$ cat config.mk
export PLATFORM = sky130hd
export DESIGN_NAME = iar_ack_read
export DESIGN_NICKNAME = d
export VERILOG_FILES = /design/src/logic/iar_pkg.sv /design/src/logic/iar_pick.sv /design/src/logic/iar_ack_read.sv
export SDC_FILE = /design/constraint.sdc
export NUM_CORES = 1
export LEC_CHECK = 0
export BUFFER_PORTS_ARGS = -buffer_cell sky130_fd_sc_hd__buf_2
export CAP_MARGIN = 20
export CELL_PAD_IN_SITES_DETAIL_PLACEMENT = 1
export CELL_PAD_IN_SITES_GLOBAL_PLACEMENT = 1
export CORE_MARGIN = 1
export CORE_UTILIZATION = 48
export CTS_BUF_LIST = sky130_fd_sc_hd__clkbuf_4 sky130_fd_sc_hd__clkbuf_8
export DETAILED_ROUTE_END_ITERATION = 16
export PLACE_DENSITY_LB_ADDON = 0.1
export SLEW_MARGIN = 40
export SYNTH_ARGS = -nofsm -noshare
export SYNTH_HDL_FRONTEND = slang
export SYNTH_HIERARCHICAL = 1
export SYNTH_SLANG_ARGS = --single-unit
$ cat constraint.sdc
create_clock -name clock -period 15.4 [get_ports clock]
set_input_delay 3.85 -clock clock [delete_from_list [all_inputs] [get_ports clock]]
set_output_delay 3.85 -clock clock [all_outputs]
set_load 0.05 [all_outputs]
$ cat src/logic/iar_pkg.sv
// Shared constants and carrier types for the interrupt acknowledge read block.
package iar_pkg;

    localparam int NUM_IRQ = 32;
    localparam int ID_W = 10;
    localparam int CPU_W = 3;
    localparam int IDX_W = 5;

    // Register byte offsets on the APB.
    localparam logic [7:0] OFF_IFACE_CTRL = 8'h00;
    localparam logic [7:0] OFF_DIST_CTRL = 8'h04;
    localparam logic [7:0] OFF_GROUP = 8'h08;
    localparam logic [7:0] OFF_EDGE_CFG = 8'h0c;
    localparam logic [7:0] OFF_PENDING = 8'h10;
    localparam logic [7:0] OFF_ACTIVE = 8'h14;
    localparam logic [7:0] OFF_ACK = 8'h18;
    localparam logic [7:0] OFF_ALIAS_ACK = 8'h1c;

    // Control field positions.
    localparam int BIT_GRP0_EN = 0;
    localparam int BIT_GRP1_EN = 1;
    localparam int BIT_ACK_CTL = 2;

    // Reset values.
    localparam logic [2:0] IFACE_CTRL_RST = 3'h0;
    localparam logic [1:0] DIST_CTRL_RST = 2'h0;
    localparam logic [31:0] GROUP_RST = 32'h0000_0000;
    localparam logic [31:0] EDGE_CFG_RST = 32'h0000_0000;

    // Acknowledge value layout and special identifiers.
    localparam int ID_LSB = 0;
    localparam int CPU_LSB = 10;
    localparam logic [ID_W-1:0] ID_SPURIOUS = 10'h3ff;
    localparam logic [ID_W-1:0] ID_GRP1_ONLY = 10'h3fe;
    localparam logic [ID_W-1:0] ID_FIRST_SPECIAL = 10'h3fc;
    localparam logic [ID_W-1:0] ID_SGI_LIMIT = 10'h010;

    // Set when the interface implements the security states.
    localparam logic SECURITY_EXT = 1'b1;

    typedef struct packed {
        logic psel;
        logic penable;
        logic pwrite;
        logic [2:0] pprot;
        logic [7:0] paddr;
        logic [31:0] pwdata;
    } iar_apb_req_s;

    typedef struct packed {
        logic [31:0] prdata;
        logic pready;
        logic pslverr;
    } iar_apb_rsp_s;

    typedef struct packed {
        logic valid;
        logic [ID_W-1:0] id;
    } iar_ack_s;

endpackage

$ cat src/logic/iar_pick.sv
// Highest-priority selection among eligible interrupts; the lowest identifier wins.
`timescale 1ns/1ps
module iar_pick
    import iar_pkg::*;
(
    input wire logic [NUM_IRQ-1:0] eligible,
    output logic found,
    output logic [IDX_W-1:0] index
);

    always_comb begin
        found = 1'b0;
        index = '0;
        for (int i = NUM_IRQ - 1; i >= 0; i--) begin
            if (eligible[i]) begin
                found = 1'b1;
                index = IDX_W'(i);
            end
        end
    end

endmodule // iar_pick

$ cat src/logic/iar_ack_read.sv
// Acknowledge-read path of a processor interrupt interface with its pending and active state.
//
// What this block does
// - Acknowledge read returns highest-priority (lowest) pending identifier
// - Identifier bits 9:0, processor bits 12:10
// - Source processor only for software interrupts
// - Return 1023 when disabled or none
// - Valid read moves pending to active
// - Level input still high keeps pending
// - Only one interface gets each latched interrupt; a still-high level one is masked only while peer_claim is set
// - Disabled group reads as no interrupt
// - Group 0: non-secure 1023, secure identifier
// - Group 1 secure without ack control: 1022
// - Without security, group 1 needs ack control
// - Side effect only below 1020
// - Shared register plus non-secure alias view
`timescale 1ns/1ps
module iar_ack_read
    import iar_pkg::*;
(
    input wire logic clock,
    input wire logic reset,
    input wire iar_apb_req_s apb_req,
    output iar_apb_rsp_s apb_rsp,
    input wire logic [NUM_IRQ-1:0] irq_in,
    input wire logic prio_ok,
    input wire logic sgi_req,
    input wire logic [3:0] sgi_id,
    input wire logic [CPU_W-1:0] sgi_src,
    input wire logic [NUM_IRQ-1:0] peer_claim,
    output iar_ack_s ack_out
);

    ////////////////////////////////////////////////////////////////////////////////
    // Register state.

    logic [2:0] iface_ctrl_q;
    logic [1:0] dist_ctrl_q;
    logic [NUM_IRQ-1:0] group_q;
    logic [NUM_IRQ-1:0] edge_cfg_q;
    logic [NUM_IRQ-1:0] latch_q;
    logic [NUM_IRQ-1:0] active_q;
    logic [CPU_W-1:0] sgi_src_q [16];
    logic [NUM_IRQ-1:0] irq_meta_q;
    logic [NUM_IRQ-1:0] irq_sync_q;
    logic [NUM_IRQ-1:0] irq_prev_q;

    logic access;
    logic wr_en;
    logic rd_ack;
    logic rd_alias;
    logic mapped;
    logic nonsecure_access;
    logic [31:0] ack_val;
    logic take;
    logic [NUM_IRQ-1:0] take_vec;
    logic [NUM_IRQ-1:0] edge_rise;
    logic [NUM_IRQ-1:0] pend_eff;
    logic [NUM_IRQ-1:0] eligible;
    logic hp_found;
    logic [IDX_W-1:0] hp_index;
    logic [31:0] rd_data;

    ////////////////////////////////////////////////////////////////////////////////
    // Bus decode. One wait state lets every response leave a flip-flop.

    assign access = apb_req.psel && apb_req.penable && !apb_rsp.pready;
    assign wr_en = access && apb_req.pwrite;
    assign rd_ack = access && !apb_req.pwrite && apb_req.paddr == OFF_ACK;
    assign rd_alias = access && !apb_req.pwrite && apb_req.paddr == OFF_ALIAS_ACK;
    // APB protection bit 1 marks a non-secure access.
    assign nonsecure_access = apb_req.pprot[1];

    // True when the access phase of a write targets the given offset.
    function automatic logic wr_hit(input logic [7:0] off);
        wr_hit = wr_en && apb_req.paddr == off;
    endfunction

    // A group is signalled only while both the distributor and the interface enable it.
    function automatic logic grp_on(input logic grp1);
        if (grp1) begin
            grp_on = dist_ctrl_q[BIT_GRP1_EN] && iface_ctrl_q[BIT_GRP1_EN];
        end else begin
            grp_on = dist_ctrl_q[BIT_GRP0_EN] && iface_ctrl_q[BIT_GRP0_EN];
        end
    endfunction

    always_comb begin
        case (apb_req.paddr)
            OFF_IFACE_CTRL, OFF_DIST_CTRL, OFF_GROUP, OFF_EDGE_CFG,
            OFF_PENDING, OFF_ACTIVE: begin
                mapped = 1'b1;
            end
            // The acknowledge registers are read-only; a write is an error.
            OFF_ACK, OFF_ALIAS_ACK: begin
                mapped = !apb_req.pwrite;
            end
            default: begin
                mapped = 1'b0;
            end
        endcase
    end

    ////////////////////////////////////////////////////////////////////////////////
    // Input synchronisers and pending state.

    // Only the second and third stages feed logic; the first may still be settling.
    always_ff @(posedge clock or posedge reset) begin
        if (reset) begin
            irq_meta_q <= '0;
            irq_sync_q <= '0;
            irq_prev_q <= '0;
        end else begin
            irq_meta_q <= irq_in;
            irq_sync_q <= irq_meta_q;
            irq_prev_q <= irq_sync_q;
        end
    end

    // The history resets to the idle level of the lines, so no false edge follows reset.
    assign edge_rise = irq_sync_q & ~irq_prev_q;
    // A level interrupt stays pending for as long as its input is high.
    assign pend_eff = latch_q | (irq_sync_q & ~edge_cfg_q);
    // A peer taking an interrupt in this cycle removes it from our choice.
    assign eligible = pend_eff & ~active_q & ~peer_claim & {NUM_IRQ{prio_ok}};

    iar_pick u_pick (
        .eligible(eligible),
        .found(hp_found),
        .index(hp_index)
    );

    ////////////////////////////////////////////////////////////////////////////////
    // Acknowledge value. Shared by the common register and its alias.

    function automatic logic [31:0] ack_value(input logic ns);
        logic [ID_W-1:0] id;
        logic grp1;
        logic ns_eff;
        logic [CPU_W-1:0] cpu;
        id = {{(ID_W-IDX_W){1'b0}}, hp_index};
        grp1 = group_q[hp_index];
        // Without security every access behaves as a secure one.
        ns_eff = SECURITY_EXT && ns;
        cpu = '0;
        if (!hp_found) begin
            id = ID_SPURIOUS;
        end else if (!grp_on(grp1)) begin
            id = ID_SPURIOUS;
        end else if (!grp1) begin
            if (ns_eff) begin
                id = ID_SPURIOUS;
            end
        end else if (!ns_eff && !iface_ctrl_q[BIT_ACK_CTL]) begin
            id = ID_GRP1_ONLY;
        end
        if (id < ID_SGI_LIMIT) begin
            cpu = sgi_src_q[id[3:0]];
        end
        ack_value = 32'h0000_0000;
        ack_value[CPU_LSB +: CPU_W] = cpu;
        ack_value[ID_LSB +: ID_W] = id;
    endfunction

    // The alias always presents the non-secure view, whoever reads it.
    // A continuous assignment would not follow the state that the function reads, so this is a process.
    always_comb begin
        if (rd_alias) begin
            ack_val = ack_value(1'b1);
        end else begin
            ack_val = ack_value(nonsecure_access);
        end
    end
    assign take = (rd_ack || rd_alias) && ack_val[ID_LSB +: ID_W] < ID_FIRST_SPECIAL;

    always_comb begin
        take_vec = '0;
        take_vec[hp_index] = take;
    end

    ////////////////////////////////////////////////////////////////////////////////
    // Per-interrupt pending latch and active flag; a set always beats a clear.

    for (genvar i = 0; i < NUM_IRQ; i++) begin : g_irq
        logic set_pend;
        logic clr_pend;
        logic clr_act;
        assign set_pend = (edge_cfg_q[i] && edge_rise[i])
            || (sgi_req && i < 16 && sgi_id == 4'(i))
            || (wr_en && apb_req.paddr == OFF_PENDING && apb_req.pwdata[i]);
        // Acknowledge clears the latched pending; a level input still high keeps the interrupt pending without setting the latch.
        assign clr_pend = take_vec[i] || peer_claim[i];
        assign clr_act = wr_en && apb_req.paddr == OFF_ACTIVE && apb_req.pwdata[i];

        always_ff @(posedge clock or posedge reset) begin
            if (reset) begin
                latch_q[i] <= 1'b0;
            end else if (set_pend) begin
                latch_q[i] <= 1'b1;
            end else if (clr_pend) begin
                latch_q[i] <= 1'b0;
            end
        end

        // Software deactivation stands in for the completion path, which lies outside this block.
        always_ff @(posedge clock or posedge reset) begin
            if (reset) begin
                active_q[i] <= 1'b0;
            end else if (take_vec[i]) begin
                active_q[i] <= 1'b1;
            end else if (clr_act) begin
                active_q[i] <= 1'b0;
            end
        end
    end

    ////////////////////////////////////////////////////////////////////////////////
    // Source processor of each software-generated interrupt.
    // A repeated request for one number keeps the source of the latest one.

    always_ff @(posedge clock or posedge reset) begin
        if (reset) begin
            for (int s = 0; s < 16; s++) begin
                sgi_src_q[s] <= '0;
            end
        end else if (sgi_req) begin
            sgi_src_q[sgi_id] <= sgi_src;
        end
    end

    ////////////////////////////////////////////////////////////////////////////////
    // Control registers.

    always_ff @(posedge clock or posedge reset) begin
        if (reset) begin
            iface_ctrl_q <= IFACE_CTRL_RST;
        end else if (wr_hit(OFF_IFACE_CTRL)) begin
            iface_ctrl_q <= apb_req.pwdata[2:0];
        end
    end

    always_ff @(posedge clock or posedge reset) begin
        if (reset) begin
            dist_ctrl_q <= DIST_CTRL_RST;
        end else if (wr_hit(OFF_DIST_CTRL)) begin
            dist_ctrl_q <= apb_req.pwdata[1:0];
        end
    end

    always_ff @(posedge clock or posedge reset) begin
        if (reset) begin
            group_q <= GROUP_RST;
        end else if (wr_hit(OFF_GROUP)) begin
            group_q <= apb_req.pwdata;
        end
    end

    always_ff @(posedge clock or posedge reset) begin
        if (reset) begin
            edge_cfg_q <= EDGE_CFG_RST;
        end else if (wr_hit(OFF_EDGE_CFG)) begin
            edge_cfg_q <= apb_req.pwdata;
        end
    end

    ////////////////////////////////////////////////////////////////////////////////
    // Read data and bus response.

    always_comb begin
        case (apb_req.paddr)
            OFF_IFACE_CTRL: begin
                rd_data = {29'h0000_0000, iface_ctrl_q};
            end
            OFF_DIST_CTRL: begin
                rd_data = {30'h0000_0000, dist_ctrl_q};
            end
            OFF_GROUP: begin
                rd_data = group_q;
            end
            OFF_EDGE_CFG: begin
                rd_data = edge_cfg_q;
            end
            OFF_PENDING: begin
                rd_data = pend_eff;
            end
            OFF_ACTIVE: begin
                rd_data = active_q;
            end
            OFF_ACK, OFF_ALIAS_ACK: begin
                rd_data = ack_val;
            end
            default: begin
                rd_data = 32'h0000_0000;
            end
        endcase
    end

    // Handshake flags and data are kept apart; a refused access still answers, with zero data.
    always_ff @(posedge clock or posedge reset) begin
        if (reset) begin
            apb_rsp.pready <= 1'b0;
            apb_rsp.pslverr <= 1'b0;
        end else begin
            apb_rsp.pready <= access;
            apb_rsp.pslverr <= access && !mapped;
        end
    end

    always_ff @(posedge clock or posedge reset) begin
        if (reset) begin
            apb_rsp.prdata <= '0;
        end else if (access && !apb_req.pwrite && mapped) begin
            apb_rsp.prdata <= rd_data;
        end else begin
            apb_rsp.prdata <= '0;
        end
    end

    // Announces each acknowledge so that the other interfaces clear their pending latch for the interrupt.
    always_ff @(posedge clock or posedge reset) begin
        if (reset) begin
            ack_out.valid <= 1'b0;
        end else begin
            ack_out.valid <= take;
        end
    end

    always_ff @(posedge clock or posedge reset) begin
        if (reset) begin
            ack_out.id <= '0;
        end else begin
            ack_out.id <= take ? ack_val[ID_LSB +: ID_W] : '0;
        end
    end

endmodule // iar_ack_read

; After elaboration in Yosys (flattened, before gate mapping)
; Index checks and enable logic that the tools add are counted.
[totals]
reg_bits = 322
wordCells = 649
output_inout_bits = 45
inputBits = 121
[classes]
bitwise_logic = 14
muxes = 226
n_lt_le_gt_ge = 9
n_reduce_logical = 286
n_eq_ne = 22
[op_table]
columns = cell, count
row1 = $pmux 32 s7, 1
row2 = $and 32x32->32, 6
row3 = $mux 1, 166
row4 = $mux 5, 32
row5 = $logic_and 1x1->1, 132
row6 = $not 32->32, 4
row7 = $reduce_bool 2->1, 64
row8 = $mux 10, 11
row9 = $logic_or 1x1->1, 81
row10 = $bwmux 48, 1
row11 = $eq 4x4->1 const B, 8
row12 = $eq 8x5->1 const B, 4
row13 = $mux 32, 1
row14 = $or 32x32->32, 1
row15 = $bmux 3 s4, 2
row16 = $mux 3, 7
row17 = $lt 10x5->1 const B, 2
row18 = $eq 4x3->1 const B, 4
row19 = $eq 8x4->1 const B, 2
row20 = $ge 5x5->1 const B, 3
row21 = $not 4->5, 3
row22 = $mux 13, 1
row23 = $demux 3 s4, 1
row24 = $lt 10x10->1 const B, 1
row25 = other kinds (14), 19

; Logic depth before layout (Yosys ltp)
[logic_depth]
word_depth = 58
mapped_depth = 22
ltp_nobuf = 18

; Cells and area by module
; Netlist, hierarchy kept.
[by_module_without_submodules]
columns = mod, area_per_inst_um2, cells_each, seq_area_each_um2, instances
row1 = iar_ack_read, 14146.1, 1288, 7957.6, 1
row2 = iar_pick, 370.4, 65, 0.0, 1

; Worst setup path before layout
; Ideal clock, no wire load.
[synth_path]
kind = input port to flip-flop
startpoint = input port prio_ok
endpoint = register apb_rsp[13] in the netlist's numbering
path_buffers = 3
arrival_time_ns = 8.070
setup_ns = 0.129
slack_ns = 7.201
stages = 18
t_required_ns = 15.271
path_cell_list = clkbuf_1 -> nor4b_1 -> and2b_2 -> nor3_1 -> o31ai_1 -> o2111ai_1 -> a221oi_1 -> buf_6 -> buf_8 -> mux2i_1 -> o22ai_1 -> or4_4 -> a211o_1 -> o32a_2 -> nor3_1 -> a21oi_1 -> and3_1 -> a2111o_1
[synth_via]
elab_cells_between_ends = 96
classes_between = order compare: 2 / mux: 91 / bitwise: 3
[synth_lines]
columns = element, line_no
row1 = from (decl), iar_ack_read.sv:26  ; input wire logic prio_ok,
row2 = $and 32x32->32 (*), iar_ack_read.sv:125  ; assign eligible = pend_eff & ~active_q & ~peer_claim & {NUM_IRQ{prio_ok}};
row3 = via eligible[29], iar_ack_read.sv:59  ; logic [NUM_IRQ-1:0] eligible;
row4 = $mux 5 (*) (30 in series), iar_pick.sv:15  ; if (eligible[i]) begin
row5 = via hp_index[0], iar_ack_read.sv:61  ; logic [IDX_W-1:0] hp_index;
row6 = $bmux 1 s5, iar_ack_read.sv:142  ; grp1 = group_q[hp_index];
row7 = $mux 1 (implied by the code), iar_ack_read.sv:142
row8 = $mux 1, iar_ack_read.sv:81  ; if (grp1) begin
row9 = $mux 1, iar_ack_read.sv:146  ; if (!hp_found) begin
row10 = [... 3 more ...], n/a
row11 = $mux 10, iar_ack_read.sv:168  ; if (rd_alias) begin
row12 = $not 4->5 (implied by the code), iar_ack_read.sv:158  ; cpu = sgi_src_q[id[3:0]];
row13 = $bmux 3 s4, iar_ack_read.sv:158
row14 = $mux 3 (implied by the code) (2 in series), iar_ack_read.sv:158
row15 = $mux 3, iar_ack_read.sv:157  ; if (id < ID_SGI_LIMIT) begin
row16 = $mux 13 (*), iar_ack_read.sv:168
row17 = $pmux 32 s7 (*), iar_ack_read.sv:270  ; case (apb_req.paddr)
row18 = $mux 32 (*), iar_ack_read.sv:312  ; end else if (access && !apb_req.pwrite && mapped) begin
row19 = to (decl), iar_ack_read.sv:24  ; output iar_apb_rsp_s apb_rsp,
; The timed path passes the listed nets; every way through them passes the cells marked *. The select of a mux whose other input is x is not followed.
; A chain may end at the register's enable or synchronous reset.

; Worst setup path after layout
[layout_path]
startpoint = input port prio_ok
endpoint = register latch_q[23]
[layout_via]
elab_cells_between_ends = 92
classes_between = order compare: 3 / mux: 83 / bitwise: 2 / reduce/logical: 4
[layout_lines]
columns = element, line_no
row1 = $and 32x32->32 (*), iar_ack_read.sv:125
row2 = via eligible[29], iar_ack_read.sv:59
row3 = $mux 5 (*) (30 in series), iar_pick.sv:15
row4 = via hp_index[0], iar_ack_read.sv:61
row5 = $bmux 1 s5, iar_ack_read.sv:142
row6 = $mux 1 (implied by the code), iar_ack_read.sv:142
row7 = $mux 1, iar_ack_read.sv:81
row8 = $mux 1, iar_ack_read.sv:146
row9 = [... 3 more ...], n/a
row10 = $mux 10, iar_ack_read.sv:168
row11 = $mux 13 (*), iar_ack_read.sv:168
row12 = $lt 10x10->1 (*), iar_ack_read.sv:174  ; assign take = (rd_ack || rd_alias) && ack_val[ID_LSB +: ID_W] < ID_FIRST_SPECIAL;
row13 = $logic_and 1x1->1 (*), iar_ack_read.sv:174
row14 = via take, iar_ack_read.sv:55  ; logic take;
row15 = $and 32x32->32 (no line) (*), n/a
row16 = $logic_or 1x1->1 (*), iar_ack_read.sv:192  ; assign clr_pend = take_vec[i] || peer_claim[i];
row17 = $reduce_bool 2->1 (no line) (*), n/a
row18 = "to (signal, indexed assignment)", iar_ack_read.sv:197  ; latch_q[i] <= 1'b0;
row19 = "to (signal, indexed assignment)", iar_ack_read.sv:199  ; latch_q[i] <= 1'b1;
row20 = "to (signal, indexed assignment)", iar_ack_read.sv:201  ; latch_q[i] <= 1'b0;
row21 = to (decl), iar_ack_read.sv:41  ; logic [NUM_IRQ-1:0] latch_q;
; Marked as above.

==> summary.txt <==
status -> finished, final reports clean
worst path bufs/invs -> 2
die area -> 30,900 µm²
average cell area after synthesis -> 10.7 µm²
cts bufs inserted -> 53
Tot GR Track Use -> 0.310
critical path's slowest cell -> nor4b_1
Hold Crit Depth -> 0
Stages on worst setup path -> 18
Worst slew margin -> 0.425
Slew Viols, Final -> 0
initial antenna violation count -> 2
Tmin final -> 10,190 ps
Final nets -> 1,645
delay-heaviest family, CP -> compound AO/OA/AOI/OAI gates
DIE HEIGHT -> 176 µm
Post-Syn Nets -> 1,474
port bufs -> 163
Worst Setup Start Kind -> input pin
clk sink count -> 318
skew final -> 27.4 ps
Post-synth EDFFs -> 0
WP data arrival -> 10,650 ps
hold slack -> 343 ps
synthesis-to-layout area growth -> 17.2%
H-tree levels -> 2
vias in the first global route -> 12,300
Tcrit/Tclk final -> 0.661
first-pass GRT wire length -> 72.2 mm
Yosys cell types -> 71
setup_tns -> 0 ps
Achievable Freq -> 98.2 MHz
unrepaired setup endpoints after global routing -> no
detailed-placement wirelength estimate -> 31.6 mm
final setup vio count -> 0
Fin. Hold Viols -> 0
Post-Route WL -> 46.8 mm
Ys Warns -> 6
n_diodes -> 0
Clk pin slew, worst setup/hold paths -> 60 ps
MaxCap Viol Count -> 0
layout cells sized above 1 -> 0.286
PwrDens -> 112 nW/µm²
core area -> 29,700 µm²
peak supply drop -> 0.0000616 V
CTS Hold Buffers Added -> 0
PostCTS Resize Cnt -> 0
Leakage Power -> 7.56 nW
area post-placement -> 15,800 µm²
type of the worst setup path -> in -> reg
# DRC -> 0
total global routing overflow -> 0
row cnt -> 63
Clock Path Buffers -> 3
drt wl/cell -> 24.0 µm
largest net degree at the start of global routing -> 143
Layout Utilization -> 0.572
worst slew pin tran -> 851 ps
post-CTS setup buffer count -> 0
critical path's largest stage delay -> 740 ps
Worst setup EP type -> flip-flop
Tightest Hold Check Type -> reg -> reg
drt pass-1 iters -> 5
Skew-Pair Late Insertion Delay -> 600 ps
DRT iter0 DRCs -> 837
flops & latches, synth -> 318
gpl congestion -> 0.884
fin area -> 17,000 µm²
critical path required time -> 15,860 ps
Vias -> 11,800
ys flop type -> dfrtp_1
FFs w/ async S/R, synth -> 1.00
crit path max fanout -> 37
Die Wd -> 176 µm
FF-to-FF path depth -> 19
Synth Instances -> 1,353
IO Count -> 166
DR vias/cell -> 6.04
CTS Root Buffer Type -> clkbuf_8
CTS tree -> yes
filler cell count -> 3,261
crit path cell chain -> buf_2, nor4b_1, and2b_2, nor3_1, o31ai_1, o2111ai_1, a221oi_4, buf_4, mux2i_1, o22ai_1, or4_4, a211o_1, o32a_2, a211oi_4, and2_4, nand2_1, o21ai_0, o211ai_1
Seq/Total Area, Yosys -> 0.548
Post-Syn Area -> 14,500 µm²
Routed Antenna Nets -> 0
Initial Util -> 0.488
Final Power -> 1.91 mW
path summary, 6_finish.rpt:
path                                                  from                         end  slack (ps)
worst max register to register  edge_cfg_q[29]$_DFFE_PP0P_     latch_q[23]$_DFFE_PP0P_        8570
worst min-delay path              irq_meta_q[22]$_DFF_PP0_    irq_sync_q[22]$_DFF_PP0_         340
worst min register to register    irq_meta_q[22]$_DFF_PP0_    irq_sync_q[22]$_DFF_PP0_         340
min in group asynchronous                            reset     latch_q[15]$_DFFE_PP0P_        3230
max in group asynchronous                            reset  edge_cfg_q[29]$_DFFE_PP0P_       10950
worst max-delay path                               prio_ok     latch_q[23]$_DFFE_PP0P_        5210
flip-flops by register name, summed over array words and instances, names as in the netlist:
name	flops
active_q	32
sgi_src_q	48
irq_sync_q	32
iface_ctrl_q	3
latch_q	32
irq_meta_q	32
apb_rsp	34
ack_out	7
irq_prev_q	32
dist_ctrl_q	2
group_q	32
edge_cfg_q	32
cells by family after synthesis:
kind of cell           share of synthesized area
muxes                                      0.122
DFF                                        0.548
other                                   0.000258
and+or+nand+nor                            0.158
buffers and inverters                     0.0326
AOI/OAI and AO/OA                          0.138
routing by layer:
layer	vias up	wire, µm	track usage
li1	5212	-	-
met3	132	2950	0.0582
met5	-	30	0
met4	4	1800	0.128
met1	6042	20200	0.421
met2	402	21800	0.490
metrics by stage:
stage,setup slack [ps],std cells
2_1_floorplan,2750,1353
3_3_place_gp,4530,1855
3_5_place_dp,4440,1857
4_1_cts,5060,1949
5_1_grt,4880,1951
6_report,5210,1951
report_power, final:
group,leakage (nW),internal [mW],switching (mW)
sequential,4.13,0.883,0.0358
clock,0.586,0.438,0.336
combinational,2.84,0.0872,0.128
cells in the final DEF, fill, tap and decap left out, drive strengths merged, types with 4 or more instances in the layout:
cell     count
and2         7
a311oi       4
o21ai      109
a21o         9
nor2b       30
clkbuf      88
dfrtp      318
mux2i       33
nand3       35
nor4b       34
nand3b       9
mux2       124
nor3        10
and3         7
a22oi       11
o22ai        8
a31oi       10
nand2b      23
a2111o       4
nor2        74
or4          7
nor4         5
or3          5
nand2      188
a221oi      24
o31ai        4
o2111ai      8
a21oi       59
buf        185
a211oi      14
inv         44
a32oi        5
nor3b        9
o211ai      16
cells in the mapped netlist, types with 5 or more instances:
master       n  area share
a211oi_1    13      0.0067
a21o_1       9      0.0047
a21oi_1     58       0.020
a221oi_1    24       0.014
a22oi_1     11      0.0057
a31oi_1     10      0.0043
a32oi_1      5      0.0030
and2_1       6      0.0026
and3_1       7      0.0030
buf_1        8      0.0021
buf_2        6      0.0021
clkbuf_1    48       0.012
dfrtp_1    318        0.55
inv_1       44       0.011
mux2_2     124       0.096
mux2i_1     33       0.023
nand2_1    188       0.049
nand2b_1    23      0.0099
nand3_1     35       0.012
nand3b_1     9      0.0047
nor2_1      73       0.019
nor2b_1     30       0.013
nor3_1      10      0.0034
nor3b_1      7      0.0036
nor4_1       5      0.0022
nor4b_1     33       0.020
o2111ai_1    8      0.0048
o211ai_1    16      0.0083
o21ai_0    107       0.037
o22ai_1      8      0.0034
or3_1        5      0.0022
or4_1        5      0.0026
final cells by class:
type / count / area, µm² / share of cell area
flip-flops and latches: 318 / 7960 / 0.468
multi-input cells: 922 / 6240 / 0.367
clock buffers: 88 / 1080 / 0.0635
repair buffers: 185 / 1040 / 0.0612
well taps: 390 / 488 / 0.0287
inverters: 44 / 178 / 0.0104
clock inverters: 4 / 25.0 / 0.00147
(Power assumes the default switching activity.)
